### src/hw/die_guard_consts.vh
// constants for the die sensor window checker
`ifndef DIE_GUARD_CONSTS_VH
`define DIE_GUARD_CONSTS_VH
// register byte addresses
`define REG_CTRL 8'h00
`define REG_STATUS 8'h04
`define REG_CLEAR 8'h08
`define REG_IRQ_EN 8'h0C
`define REG_CRIT 8'h10
`define REG_LIVE 8'h14
`define REG_CFG_BASE 8'h20
// sensor types
`define TYPE_RED 3'h0
`define TYPE_YELLOW 3'h1
`define TYPE_GREEN 3'h2
`define TYPE_QUICK 3'h3
`define TYPE_CONST 3'h4
`define TYPE_SPECIAL 3'h5
// stop kinds
`define STOP_TOP 2'h0
`define STOP_EMERG 2'h1
`define STOP_SMART 2'h2
// config word A field positions
`define CFGA_TYPE_LSB 0
`define CFGA_STOP_LSB 4
`define CFGA_COUNT_LSB 8
// config word B field positions
`define CFGB_START_LSB 0
`define CFGB_END_LSB 16
// reset values
`define CFGA_RESET 32'h0000_0007
`define CFGB_RESET 32'h0000_0000
`define CRIT_RESET 32'h0000_00B4
`endif

### src/hw/sensor_window_check.v
// per-sensor polarity, window and stroke-count evaluation with its own config words
`timescale 1ns/1ns
`include "die_guard_consts.vh"
module sensor_window_check #(
  parameter AW = 10
) (
  input wire core_clk,
  input wire rstn,
  input wire run,
  input wire closed,
  input wire [AW-1:0] angle,
  input wire stroke,
  input wire wr_a,
  input wire wr_b,
  input wire [31:0] wdata,
  output wire [31:0] cfg_a,
  output wire [31:0] cfg_b,
  output wire [1:0] stop_kind,
  output reg fault
);
  reg [31:0] cfga_ff;
  reg [31:0] cfgb_ff;
  reg act_ff;
  reg inwin_ff;
  reg seen_ff;
  reg off_ff;
  reg [7:0] cnt_ff;
  wire [2:0] typ;
  wire [7:0] limit;
  wire [AW-1:0] w_start;
  wire [AW-1:0] w_end;
  wire act;
  wire inwin;
  wire w_open;
  wire w_close;

  // window may straddle the top of stroke, so wrap is allowed
  function in_window;
    input [AW-1:0] a;
    input [AW-1:0] s;
    input [AW-1:0] e;
    begin
      if (s <= e)
        in_window = (a >= s) && (a <= e);
      else
        in_window = (a >= s) || (a <= e);
    end
  endfunction

  assign typ = cfga_ff[`CFGA_TYPE_LSB+:3];
  assign stop_kind = cfga_ff[`CFGA_STOP_LSB+:2];
  assign limit = cfga_ff[`CFGA_COUNT_LSB+:8];
  assign w_start = cfgb_ff[`CFGB_START_LSB+:AW];
  assign w_end = cfgb_ff[`CFGB_END_LSB+:AW];
  assign cfg_a = cfga_ff;
  assign cfg_b = cfgb_ff;
  // red idles closed and actuates on open, the rest the other way
  assign act = (typ == `TYPE_RED) ? ~closed : closed;
  assign inwin = in_window(angle, w_start, w_end);
  assign w_open = inwin & ~inwin_ff;
  assign w_close = ~inwin & inwin_ff;

  // config storage
  always @(posedge core_clk)
  begin
    if (!rstn)
    begin
      cfga_ff <= `CFGA_RESET;
      cfgb_ff <= `CFGB_RESET;
    end
    else
    begin
      if (wr_a)
        cfga_ff <= wdata;
      if (wr_b)
        cfgb_ff <= wdata;
    end
  end

  // evaluation; window state is tracked even while halted so arming is clean
  always @(posedge core_clk)
  begin
    if (!rstn)
    begin
      act_ff <= 1'b0;
      inwin_ff <= 1'b0;
      seen_ff <= 1'b0;
      off_ff <= 1'b1;
      cnt_ff <= 8'h00;
      fault <= 1'b0;
    end
    else
    begin
      act_ff <= act;
      inwin_ff <= inwin;
      fault <= 1'b0;
      case (typ)
        `TYPE_RED, `TYPE_YELLOW:
        begin
          fault <= run & act;
        end
        `TYPE_GREEN:
        begin
          if (act & inwin)
            seen_ff <= 1'b1;
          if (w_open)
          begin
            fault <= run & act;
            seen_ff <= act & inwin;
          end
          if (w_close)
            fault <= run & ~seen_ff;
        end
        `TYPE_QUICK:
        begin
          // seen marks a full on-off pulse inside the window
          if (~act & act_ff & inwin_ff)
            seen_ff <= 1'b1;
          if (w_open)
            seen_ff <= 1'b0;
          fault <= run & ((act & ~inwin) | (w_close & ~seen_ff));
        end
        `TYPE_CONST:
        begin
          if (~act & ~inwin)
            off_ff <= 1'b1;
          if (act & inwin)
            seen_ff <= 1'b1;
          if (w_open)
          begin
            off_ff <= 1'b0;
            seen_ff <= act;
          end
          // drop inside window is immediate; rise-less window judged at end
          fault <= run & ((w_open & ~off_ff & act) | (inwin & ~act & act_ff & ~w_open)
                   | (w_close & ~seen_ff));
        end
        `TYPE_SPECIAL:
        begin
          if (act)
            cnt_ff <= 8'h00;
          else if (stroke)
          begin
            if (cnt_ff >= limit)
              fault <= run;
            else
              cnt_ff <= cnt_ff + 8'h01;
          end
        end
        default:
        begin
          seen_ff <= 1'b0;
        end
      endcase
    end
  end
endmodule

### config.mk
export PLATFORM = sky130hd
export DESIGN_NAME = sensor_window_check
export DESIGN_NICKNAME = d
export VERILOG_FILES = /design/src/hw/sensor_window_check.v
export VERILOG_INCLUDE_DIRS = /design/src /design/src/hw
export SDC_FILE = /design/constraint.sdc
export NUM_CORES = 1
export LEC_CHECK = 0
export ABC_AREA = 1
export BUFFER_PORTS_ARGS = -buffer_cell sky130_fd_sc_hd__buf_2
export CORE_ASPECT_RATIO = 1.25
export CORE_MARGIN = 1.5
export CORE_UTILIZATION = 30
export DETAILED_ROUTE_END_ITERATION = 8
export PLACE_DENSITY = 0.48
export SYNTH_ARGS = -nofsm -noshare
export SYNTH_HDL_FRONTEND = slang
export SYNTH_SLANG_ARGS = --single-unit
### constraint.sdc
create_clock -name core_clk -period 2.7 [get_ports core_clk]
set_input_delay 0.81 -clock core_clk [delete_from_list [all_inputs] [get_ports core_clk]]
set_output_delay 0.81 -clock core_clk [all_outputs]
set_load 0.1 [all_outputs]
; ---- After elaboration in Yosys (flattened, before gate mapping)
; Cells that the tools add are included.
[op_classes]
add_sub_neg = 1
order_cmp = 4
eq_ne = 7
muxes = 19
bitwise_logic = 28
reduce_logical = 10
[op_table]
columns = op, n
row1 = 2-to-1 mux 8 bit, 3
row2 = less-or-equal comparator 10 bit, 2
row3 = AND 1 bit, 17
row4 = 2-to-1 mux 1 bit, 14
row5 = greater-or-equal comparator 10 bit, 1
row6 = "adder 8 x 1 -> 8 bit, second input constant", 1
row7 = greater-or-equal comparator 8 bit, 1
row8 = inverter 1 bit, 8
row9 = "== test 3 x 2 -> 1 bit, second input constant", 2
row10 = "== test 3 bit, second input constant", 2
row11 = one-hot mux 1 bit (5 select lines), 1
row12 = one-hot mux 1 bit (4 select lines), 1
row13 = AND reduction 2 bit, 2
row14 = nonzero test 2 bit, 2
row15 = "== test 3 x 1 -> 1 bit, second input constant", 1
row16 = zero test 3 bit, 1
row17 = "inequality test 3 bit, second input constant", 1
row18 = bitwise OR 1 bit, 3
row19 = AND reduction 3 bit, 1
row20 = OR reduction 3 bit, 1
row21 = "inequality test 2 bit, second input constant", 1
row22 = OR reduction 2 bit, 1
row23 = logical AND 1 bit, 1
row24 = logical OR 1 bit, 1
[totals]
regBits = 77
input_bits = 49
out_inout_bits = 67
word_cells = 77

; ---- Longest topological paths before layout
; Gate-level depths: netlist of run 1.
[depth]
ltp_word = 10
depth_mapped = 19
mapped_depth_nobuf = 19

; ---- Worst setup path after synthesis of run 1
; No wires, ideal clock.
[synth_timing]
path_type = register -> register
startpoint = register cfgb_ff[25], in the netlist cfg_b[25]
endpoint = register seen_ff
setup_time_ps = 131
arrival_time_ps = 2416
path_slack_ps = 153
stages_incl_launch_ff = 16
cell_sequence = dfxtp_1 -> inv_1 -> ha_1 -> nand2_1 -> nor2_2 -> nand3_1 -> nand3_1 -> nand3_1 -> nand2_2 -> nand2_4 -> nand2_2 -> nand3_1 -> nand2_1 -> clkinv_1 -> nand2_1 -> a21oi_2
[synth_via]
elab_chain_cells = 7
[synth_rtl]
columns = element, line
row1 = from (decl), sensor_window_check.v:22  ; reg [31:0] cfgb_ff;
row2 = from (signal assigned), sensor_window_check.v:69  ; cfgb_ff <= `CFGB_RESET;
row3 = from (signal assigned), sensor_window_check.v:76  ; cfgb_ff <= wdata;
row4 = less-or-equal comparator 10 bit, "sensor_window_check.v:44, sensor_window_check.v:46"
row5 = logical OR 1 bit / logical AND 1 bit (equally long branches), "sensor_window_check.v:46, sensor_window_check.v:44"
row6 = 2-to-1 mux 1 bit (*), sensor_window_check.v:43  ; if (s <= e)
row7 = AND 1 bit, "sensor_window_check.v:104, sensor_window_check.v:109, sensor_window_check.v:127"
row8 = 2-to-1 mux 1 bit, --
row9 = 2-to-1 mux 1 bit (on tied branches), "sensor_window_check.v:129, sensor_window_check.v:106"
row10 = one-hot mux 1 bit (4 select lines), sensor_window_check.v:97  ; case (typ)
row11 = to (signal assigned), sensor_window_check.v:109  ; seen_ff <= act & inwin;
row12 = to (signal assigned), sensor_window_check.v:132  ; seen_ff <= act;
row13 = to (decl), sensor_window_check.v:25  ; reg seen_ff;
; Every way passes the cells marked *; elsewhere a longest branch is shown, timed or not.
; A chain may end at the register's enable or synchronous reset.

; ---- Worst setup path in the final report of run 1
[layout_timing]
startpoint = input port angle[9]
endpoint = register seen_ff
[layout_via]
elab_chain_cells = 7
[layout_rtl]
columns = element, line
row1 = from (decl), sensor_window_check.v:11  ; input wire [AW-1:0] angle,
row2 = greater-or-equal comparator 10 bit / less-or-equal comparator 10 bit (equally long branches), "sensor_window_check.v:44, sensor_window_check.v:46"
row3 = logical OR 1 bit / logical AND 1 bit (equally long branches), "sensor_window_check.v:46, sensor_window_check.v:44"
row4 = 2-to-1 mux 1 bit (*), sensor_window_check.v:43
row5 = AND 1 bit, "sensor_window_check.v:104, sensor_window_check.v:109, sensor_window_check.v:127"
row6 = 2-to-1 mux 1 bit, --
row7 = 2-to-1 mux 1 bit (on tied branches), "sensor_window_check.v:129, sensor_window_check.v:106"
row8 = one-hot mux 1 bit (4 select lines), sensor_window_check.v:97
; Marks and branches as above.

==> results of run 1 <==
-- cell families after synthesis --
family / count (synthesis) / synth area share
buffers and inverters: 82 / 0.0794
adder cells (fa/ha/maj): 39 / 0.123
AND/OR/NAND/NOR: 204 / 0.222
AO/OA/AOI/OAI: 130 / 0.171
XOR/XNOR: 5 / 0.0158
flip-flops: 77 / 0.388
-- sequential cells by signal, summed over array words and instances (netlist names) --
signal,count
cfg_a,32
seen_ff,1
act_ff,1
inwin_ff,1
fault,1
off_ff,1
cnt_ff,8
cfg_b,32
-- through the flow --
stage | cells | hold slack [ns] | instance area (um^2)
3_5_place_dp | 807 | 0.471 | 4740
4_1_cts | 823 | 0.484 | 5070
2_1_floorplan | 537 | 0.445 | 3970
6_report | 823 | 0.483 | 5070
5_1_grt | 823 | 0.520 | 5070
3_3_place_gp | 807 | 0.472 | 4740
-- cells in the final DEF, fill, tap and decap left out, types with 4 or more instances in the layout --
| master | n |
|---|---|
| sky130_fd_sc_hd__inv_1 | 55 |
| sky130_fd_sc_hd__o21ai_0 | 69 |
| sky130_fd_sc_hd__dfxtp_1 | 77 |
| sky130_fd_sc_hd__nor2_1 | 96 |
| sky130_fd_sc_hd__nand2_1 | 70 |
| sky130_fd_sc_hd__clkbuf_16 | 9 |
| sky130_fd_sc_hd__nor2_2 | 4 |
| sky130_fd_sc_hd__ha_1 | 39 |
| sky130_fd_sc_hd__nand3_1 | 16 |
| sky130_fd_sc_hd__buf_2 | 115 |
| sky130_fd_sc_hd__nand2_2 | 5 |
| sky130_fd_sc_hd__nand4_1 | 5 |
| sky130_fd_sc_hd__buf_4 | 8 |
| sky130_fd_sc_hd__a21oi_1 | 48 |
-- layer usage --
| metal | vias to the layer above | share of wire | track usage |
|---|---|---|---|
| li1 | 1982 | - | - |
| met1 | 1722 | 0.43 | 0.204 |
| met2 | 93 | 0.51 | 0.308 |
| met3 | 10 | 0.046 | 0.0372 |
| met4 | 0 | 0.014 | 0.0638 |
| met5 | - | 0 | 0 |
-- worst min-delay path, stage by stage, from the launching register on --
cell and delay, ns:
sky130_fd_sc_hd__dfxtp_1 0.31, sky130_fd_sc_hd__o31ai_1 0.06, sky130_fd_sc_hd__nand3_1 0.06
-- power breakdown --
group,switching [mW],internal (mW)
Combinational,0.803,0.208
Sequential,0.0466,1.21
Clock,0.497,0.833
Total,1.35,2.25
-- worst paths after layout --
path / endpoint / cells past startpoint / slack, ns / start
worst max register to register: cnt_ff[6]$_SDFFE_PN0P_ / 13 / 0.65 / cnt_ff[0]$_SDFFE_PN0P_
worst min register to register: off_ff$_SDFFE_PN1P_ / 2 / 0.48 / off_ff$_SDFFE_PN1P_
worst max-delay path: seen_ff$_SDFFE_PN0P_ / 15 / 0.53 / angle[9]
worst min-delay path: off_ff$_SDFFE_PN1P_ / 2 / 0.48 / off_ff$_SDFFE_PN1P_
-- layout make-up --
| type | count | area share |
|---|---|---|
| flip-flops and latches | 77 | 0.304 |
| well taps | 168 | 0.0415 |
| clock buffers | 10 | 0.0471 |
| multi-input cells | 378 | 0.417 |
| inverters | 60 | 0.0444 |
| clock inverters | 6 | 0.0170 |
| repair buffers | 124 | 0.129 |
==> PnR_summary.wiki, run 1 <==
{| class="wikitable"
! Metric !! Value
|-
| Antenna fix cells || 0
|-
| Number of DRC markers in iteration 0 || 144
|-
| Placer congestion estimate || 0.799
|-
| Total power of the final layout || 3.60 mW
|-
| Row Count || 46
|-
| Commonest register cell after synthesis || sky130_fd_sc_hd__dfxtp_1
|-
| CTS resizes || 0
|-
| Number of flops mapped to enable cells by yosys || 0
|-
| Most frequent cell on the critical path || sky130_fd_sc_hd__nand2_1
|-
| Clock latency reported for the late side of the worst-skew pair || 0.34 ns
|-
| Via count || 3,807
|-
| Max Cap Violations || 0
|-
| Clock edge transition at the registers on the reported setup and hold paths || 0.06 ns
|-
| Floorplan Core Area || 12,800 um^2
|-
| Wire length of the first global-routing pass || 18,800 um
|-
| Worst-case clock buffer depth || 2
|-
| Number of flip-flops and latches in the synthesized netlist || 77
|-
| Wirelength per Cell || 14.3 um
|-
| Run status || finished, final reports clean
|-
| Series of cell instances along the critical path || buf_2 > ha_1 > a21o_1 > nor2_1 > nand2_1 > nor2_1 > nand3_1 > nand2_2 > nand2_4 > nand2_2 > nand3_1 > nand2_1 > clkinv_1 > nand2_1 > a21oi_2
|-
| Root Buffer || sky130_fd_sc_hd__clkbuf_16
|-
| Post-synthesis cell type count || 31
|-
| Number of buffer and inverter instances along the worst setup path || 2
|-
| Full die area || 13,900 um^2
|-
| Fmax || 460 MHz
|-
| Setup total negative slack || 0 ns
|-
| Fraction of registers with async set/reset || 0
|-
| Final setup violating endpoints || 0
|-
| Total power density per cell area || 709 nW/um^2
|-
| Core Util, Final || 0.397
|-
| Hold Buf Count CTS || 0
|-
| H-tree Lvls || 3
|-
| Area taken by multi-input logic gates || 2110 um^2
|-
| Sequential cell area || 1540 um^2
|-
| Fill cell instance count of the final layout || 1,374
|-
| I/O pin cnt || 116
|-
| Dpl hpwl || 9280 um
|-
| Number of endpoints with negative hold slack in the final report || 0
|-
| Slew @ Worst Pin || 0.511 ns
|-
| Synthesized Nets || 625
|-
| Initial cell density of the core || 0.311
|-
| Most instantiated cells after synthesis || sky130_fd_sc_hd__nor2_1, sky130_fd_sc_hd__dfxtp_1, sky130_fd_sc_hd__nand2_1
|-
| Mean number of vias per cell || 4.63
|-
| Minimum clock period || 2.17 ns
|-
| Global-route usage over all layers || 0.174
|-
| Num CTS Buffers || 9
|-
| Share of synthesized area occupied by flip-flops and latches || 0.388
|-
| Synth Cell Area || 3970 um^2
|-
| Worst Skew || 0.00808 ns
|-
| Post-placement setup slack || 0.168 ns
|-
| Die Span Y || 132 um
|-
| Gate Count Post-Synth || 537
|-
| Maximum number of pins on one net before global-route repair || 37
|-
| Library cell with the largest summed area after synthesis || sky130_fd_sc_hd__dfxtp_1
|-
| Area growth from synthesis to final layout || 27.7%
|-
| Unrepaired setup endpoints after global routing || false
|-
| Antenna violations before repair || 0
|-
| Count leader, synth || sky130_fd_sc_hd__nor2_1
|-
| Port bufs || 115
|-
| Static Leak || 2.51 nW
|-
| # clock sinks || 77
|-
| Kind of start point of the critical path || primary input
|-
| Clock tree from TritonCTS || done
|-
| Remaining DRCs || 0
|-
| Data arrival time of the critical path || 2.39 ns
|-
| Drt first pass iters || 4
|-
| Number of pins with negative max-slew slack in the final report || 0
|-
| Final-stage net count || 738
|-
| Final antenna-violating net count || 0
|-
| Worst supply voltage drop on vdd || 0.000269 V
|-
| Required time worst endpoint || 2.91 ns
|-
| Post-Route WL || 11,800 um
|-
| Largest cells by area after synthesis || sky130_fd_sc_hd__dfxtp_1, sky130_fd_sc_hd__ha_1, sky130_fd_sc_hd__nor2_1
|-
| Tightest Hold Check Type || register to register
|-
| Least setup slack across all paths after layout || 0.526 ns
|-
| Critical path peak fanout || 5
|-
| Share of cells above drive strength 1 || 0.249
|-
| Yosys warning count || 0
|-
| Share of the synthesized area in the top cell type || 0.388
|-
| Kind of critical path || primary input to register
|-
| DIE WIDTH || 106 um
|-
| Mean area per synthesized cell || 7.39 um^2
|-
| Vias in the first global route || 3,698
|-
| Max-Slew Margin vs Limit || 0.662
|-
| Slowest stage delay, CP || 0.30 ns
|-
| Dominant delay contributor by cell family on the critical path || simple AND/OR/NAND/NOR gates
|-
| Final critical-path share of the clock period || 0.805
|-
| Post-CTS setup repair buffer count || 0
|-
| Crit end category || register
|-
| Final global-route overflow total || 0
|-
| Slowest cell on the critical path || sky130_fd_sc_hd__ha_1
|}
Note: power is estimated with default switching activity, not from simulation.
==> inputs of run 2 (changes only) <==
==> constraint.sdc (replaced) <==
create_clock -name core_clk -period 2.2 [get_ports core_clk]
set_input_delay 0.66 -clock core_clk [delete_from_list [all_inputs] [get_ports core_clk]]
set_output_delay 0.66 -clock core_clk [all_outputs]
set_load 0.1 [all_outputs]
==> run 2 against run 1 <==
  * Power rose by 18%
  * Register-to-register slack lost 0.48 ns
  * Non-clock buffer count is 2 lower
  * First-iteration DRC count fell by 25%
  * Core utilization is 0.14 points higher
  * Count of clock-buffer cells in the layout is 2 higher
  * Sequential share of layout area up 0.46 points
  * Critical path depth grew 3
==> PnR_summary.wiki, run 2 (synthesis gave the netlist of run 1 again) <==
{| class="wikitable"
! Metric !! Value
|-
| Critical path peak fanout || 5
|-
| Switching part of the total || 0.376
|-
| Global-route usage over all layers || 0.168
|-
| Met2 wire length || 5530 um
|-
| Met3 wire length || 614 um
|-
| Mean number of vias per cell || 4.63
|-
| Number of endpoints with negative hold slack in the final report || 0
|-
| Drt first pass iters || 4
|-
| Clock latency reported for the late side of the worst-skew pair || 0.33 ns
|-
| Cell count after placement || 805
|-
| Final-stage net count || 737
|-
| Placer congestion estimate || 0.831
|-
| Minimum clock period || 2.06 ns
|-
| Fmax || 486 MHz
|-
| I/O pin cnt || 116
|-
| Via count || 3,814
|-
| Cell-internal power || 2.66 mW
|-
| Slowest cell on the critical path || sky130_fd_sc_hd__ha_1
|-
| Required time worst endpoint || 2.41 ns
|-
| Antenna violations before repair || 2
|-
| Hold EP || off_ff$_SDFFE_PN1P_
|-
| Remaining DRCs || 0
|-
| Number of buffer and inverter instances along the worst setup path || 3
|-
| Post-Route WL || 11,500 um
|-
| Crit Reg-Reg Startpoint || cfg_b[5]$_SDFFE_PN0P_
|-
| Crit end category || register
|-
| Unrepaired setup endpoints after global routing || false
|-
| Power share of the clock group || 0.345
|-
| Dominant delay contributor by cell family on the critical path || simple AND/OR/NAND/NOR gates
|-
| Wirelength per Cell || 14.0 um
|-
| Critical register-to-register path endpoint || seen_ff$_SDFFE_PN0P_
|-
| Share of cells above drive strength 1 || 0.283
|-
| Row Count || 46
|-
| Full die area || 13,900 um^2
|-
| Part of the power in registers || 0.364
|-
| Initial cell density of the core || 0.311
|-
| Worst Min Path Start || off_ff$_SDFFE_PN1P_
|-
| Number of DRC markers in iteration 0 || 108
|-
| Tightest Hold Check Type || register to register
|-
| Clock edge transition at the registers on the reported setup and hold paths || 0.06 ns
|-
| Kind of start point of the critical path || primary input
|-
| Port bufs || 115
|-
| DIE WIDTH || 106 um
|-
| Flop2flop setup slack || 0.17 ns
|-
| Total power density per cell area || 838 nW/um^2
|-
| Clock tree from TritonCTS || done
|-
| Routed metal-1 wire length || 5140 um
|-
| Max Cap Violations || 0
|-
| Number of cells on the critical path || 18
|-
| Root Buffer || sky130_fd_sc_hd__clkbuf_16
|-
| Run status || finished, final reports clean
|-
| Max-Slew Margin vs Limit || 0.663
|-
| Slew @ Worst Pin || 0.509 ns
|-
| Number of pins with negative max-slew slack in the final report || 0
|-
| Area growth from synthesis to final layout || 28.2%
|-
| Vias in the first global route || 3,781
|-
| Number of cells traversed by the worst register-to-register path || 18
|-
| Kind of critical path || primary input to register
|-
| Final antenna-violating net count || 0
|-
| Slowest stage delay, CP || 0.31 ns
|-
| Hold Buf Count CTS || 0
|-
| Most common library cell in the layout ignoring fill and taps || sky130_fd_sc_hd__buf_2
|-
| H-tree Lvls || 3
|-
| Worst-case clock buffer depth || 2
|-
| Static Leak || 2.50 nW
|-
| Part of the power in combinational logic || 0.292
|-
| Final global-route overflow total || 0
|-
| Worst Skew || 0.00539 ns
|-
| Final standard cell count with taps included and fillers excluded || 824
|-
| Final setup violating endpoints || 0
|-
| Wire length of the first global-routing pass || 18,600 um
|-
| Top Metal Used || met4
|-
| Final critical-path share of the clock period || 0.935
|-
| Most frequent cells in the layout || sky130_fd_sc_hd__buf_2, sky130_fd_sc_hd__nor2_1, sky130_fd_sc_hd__o21ai_0
|-
| Die Span Y || 132 um
|-
| Series of cell instances along the critical path || buf_2 > ha_1 > nand2_2 > inv_1 > nand2_1 > nand2_1 > nand2_1 > nand2_1 > nor2_1 > nand3_1 > nand2_2 > nand2_4 > nand2_2 > nand3_1 > nand2_1 > clkinv_1 > nand2_1 > a21oi_2
|-
| Dpl hpwl || 8750 um
|-
| Num CTS Buffers || 9
|-
| Data arrival time of the critical path || 2.26 ns
|-
| Post-CTS setup repair buffer count || 0
|-
| Cells on Worst Hold Path || 2
|-
| Maximum number of pins on one net before global-route repair || 67
|-
| Power dissipated by switching net loads || 1.60 mW
|-
| Worst supply voltage drop on vdd || 0.000377 V
|-
| # clock sinks || 77
|-
| Setup total negative slack || 0 ns
|-
| Floorplan Core Area || 12,800 um^2
|-
| Most frequent cell on the critical path || sky130_fd_sc_hd__nand2_1
|}
[run 2: worst max path at each step]
stage,from,endpoint,slack (ns)
floorplan,cfg_b[9]$_SDFFE_PN0P_,seen_ff$_SDFFE_PN0P_,-0.001
global placement,angle[9],fault$_SDFF_PN0_,-0.10
detailed placement,angle[9],seen_ff$_SDFFE_PN0P_,-0.18
CTS,cfg_b[9]$_SDFFE_PN0P_,seen_ff$_SDFFE_PN0P_,0.17
global route,cfg_b[9]$_SDFFE_PN0P_,seen_ff$_SDFFE_PN0P_,0.01
finish,angle[5],seen_ff$_SDFFE_PN0P_,0.14
[run 2: worst min-delay path, delay by kind of cell (launching register included)]
family | cells | cell delay (ns)
AO/OA/AOI/OAI | 1 | 0.06
flip-flops | 1 | 0.30
AND/OR/NAND/NOR | 1 | 0.06
[run 2: power by group through the flow]
stage	Combinational [mW]	Sequential (mW)	Clock [mW]
floorplan	0.390	2.16	0
global placement	1.23	1.58	0
detailed placement	1.24	1.58	0
CTS	1.25	1.55	1.52
global route	1.34	1.56	1.56
finish	1.24	1.55	1.47
[run 2: cell type report]
| type | count | area [um^2] |
|---|---|---|
| Tap cell | 168 | 210 |
| Clock inverter | 4 | 47.5 |
| Timing Repair Buffer | 122 | 653 |
| Antenna cell | 2 | 5.00 |
| Multi-Input combinational cell | 379 | 2130 |
| Inverter | 60 | 225 |
| Fill cell | 1424 | 7690 |
| Clock buffer | 12 | 246 |
| Sequential cell | 77 | 1570 |
[run 2: stage by stage]
stage | setup slack, ns | hold WS [ns] | cell area, um^2 | power [mW] | util
after floorplan | -0.00116 | 0.445 | 4000 | 2.55 | -
after global placement | -0.102 | 0.466 | 4770 | 2.81 | 0.373
after detailed placement | -0.181 | 0.460 | 4770 | 2.83 | 0.373
after CTS | 0.165 | 0.472 | 5060 | 4.32 | 0.396
after global routing | 0.0103 | 0.504 | 5090 | 4.47 | 0.398
final | 0.144 | 0.473 | 5090 | 4.26 | 0.398
[run 2: routing by layer]
metal | up-vias | GRT usage
li1 | 1979 | -
met1 | 1734 | 0.202
met2 | 86 | 0.285
met3 | 15 | 0.0422
met4 | 0 | 0.0646
met5 | - | 0
[run 2: what timing repair did]
item	CTS	global route
gates resized for setup	0	2
endpoints found under the setup margin	0	6
hold endpoints to repair	0	0
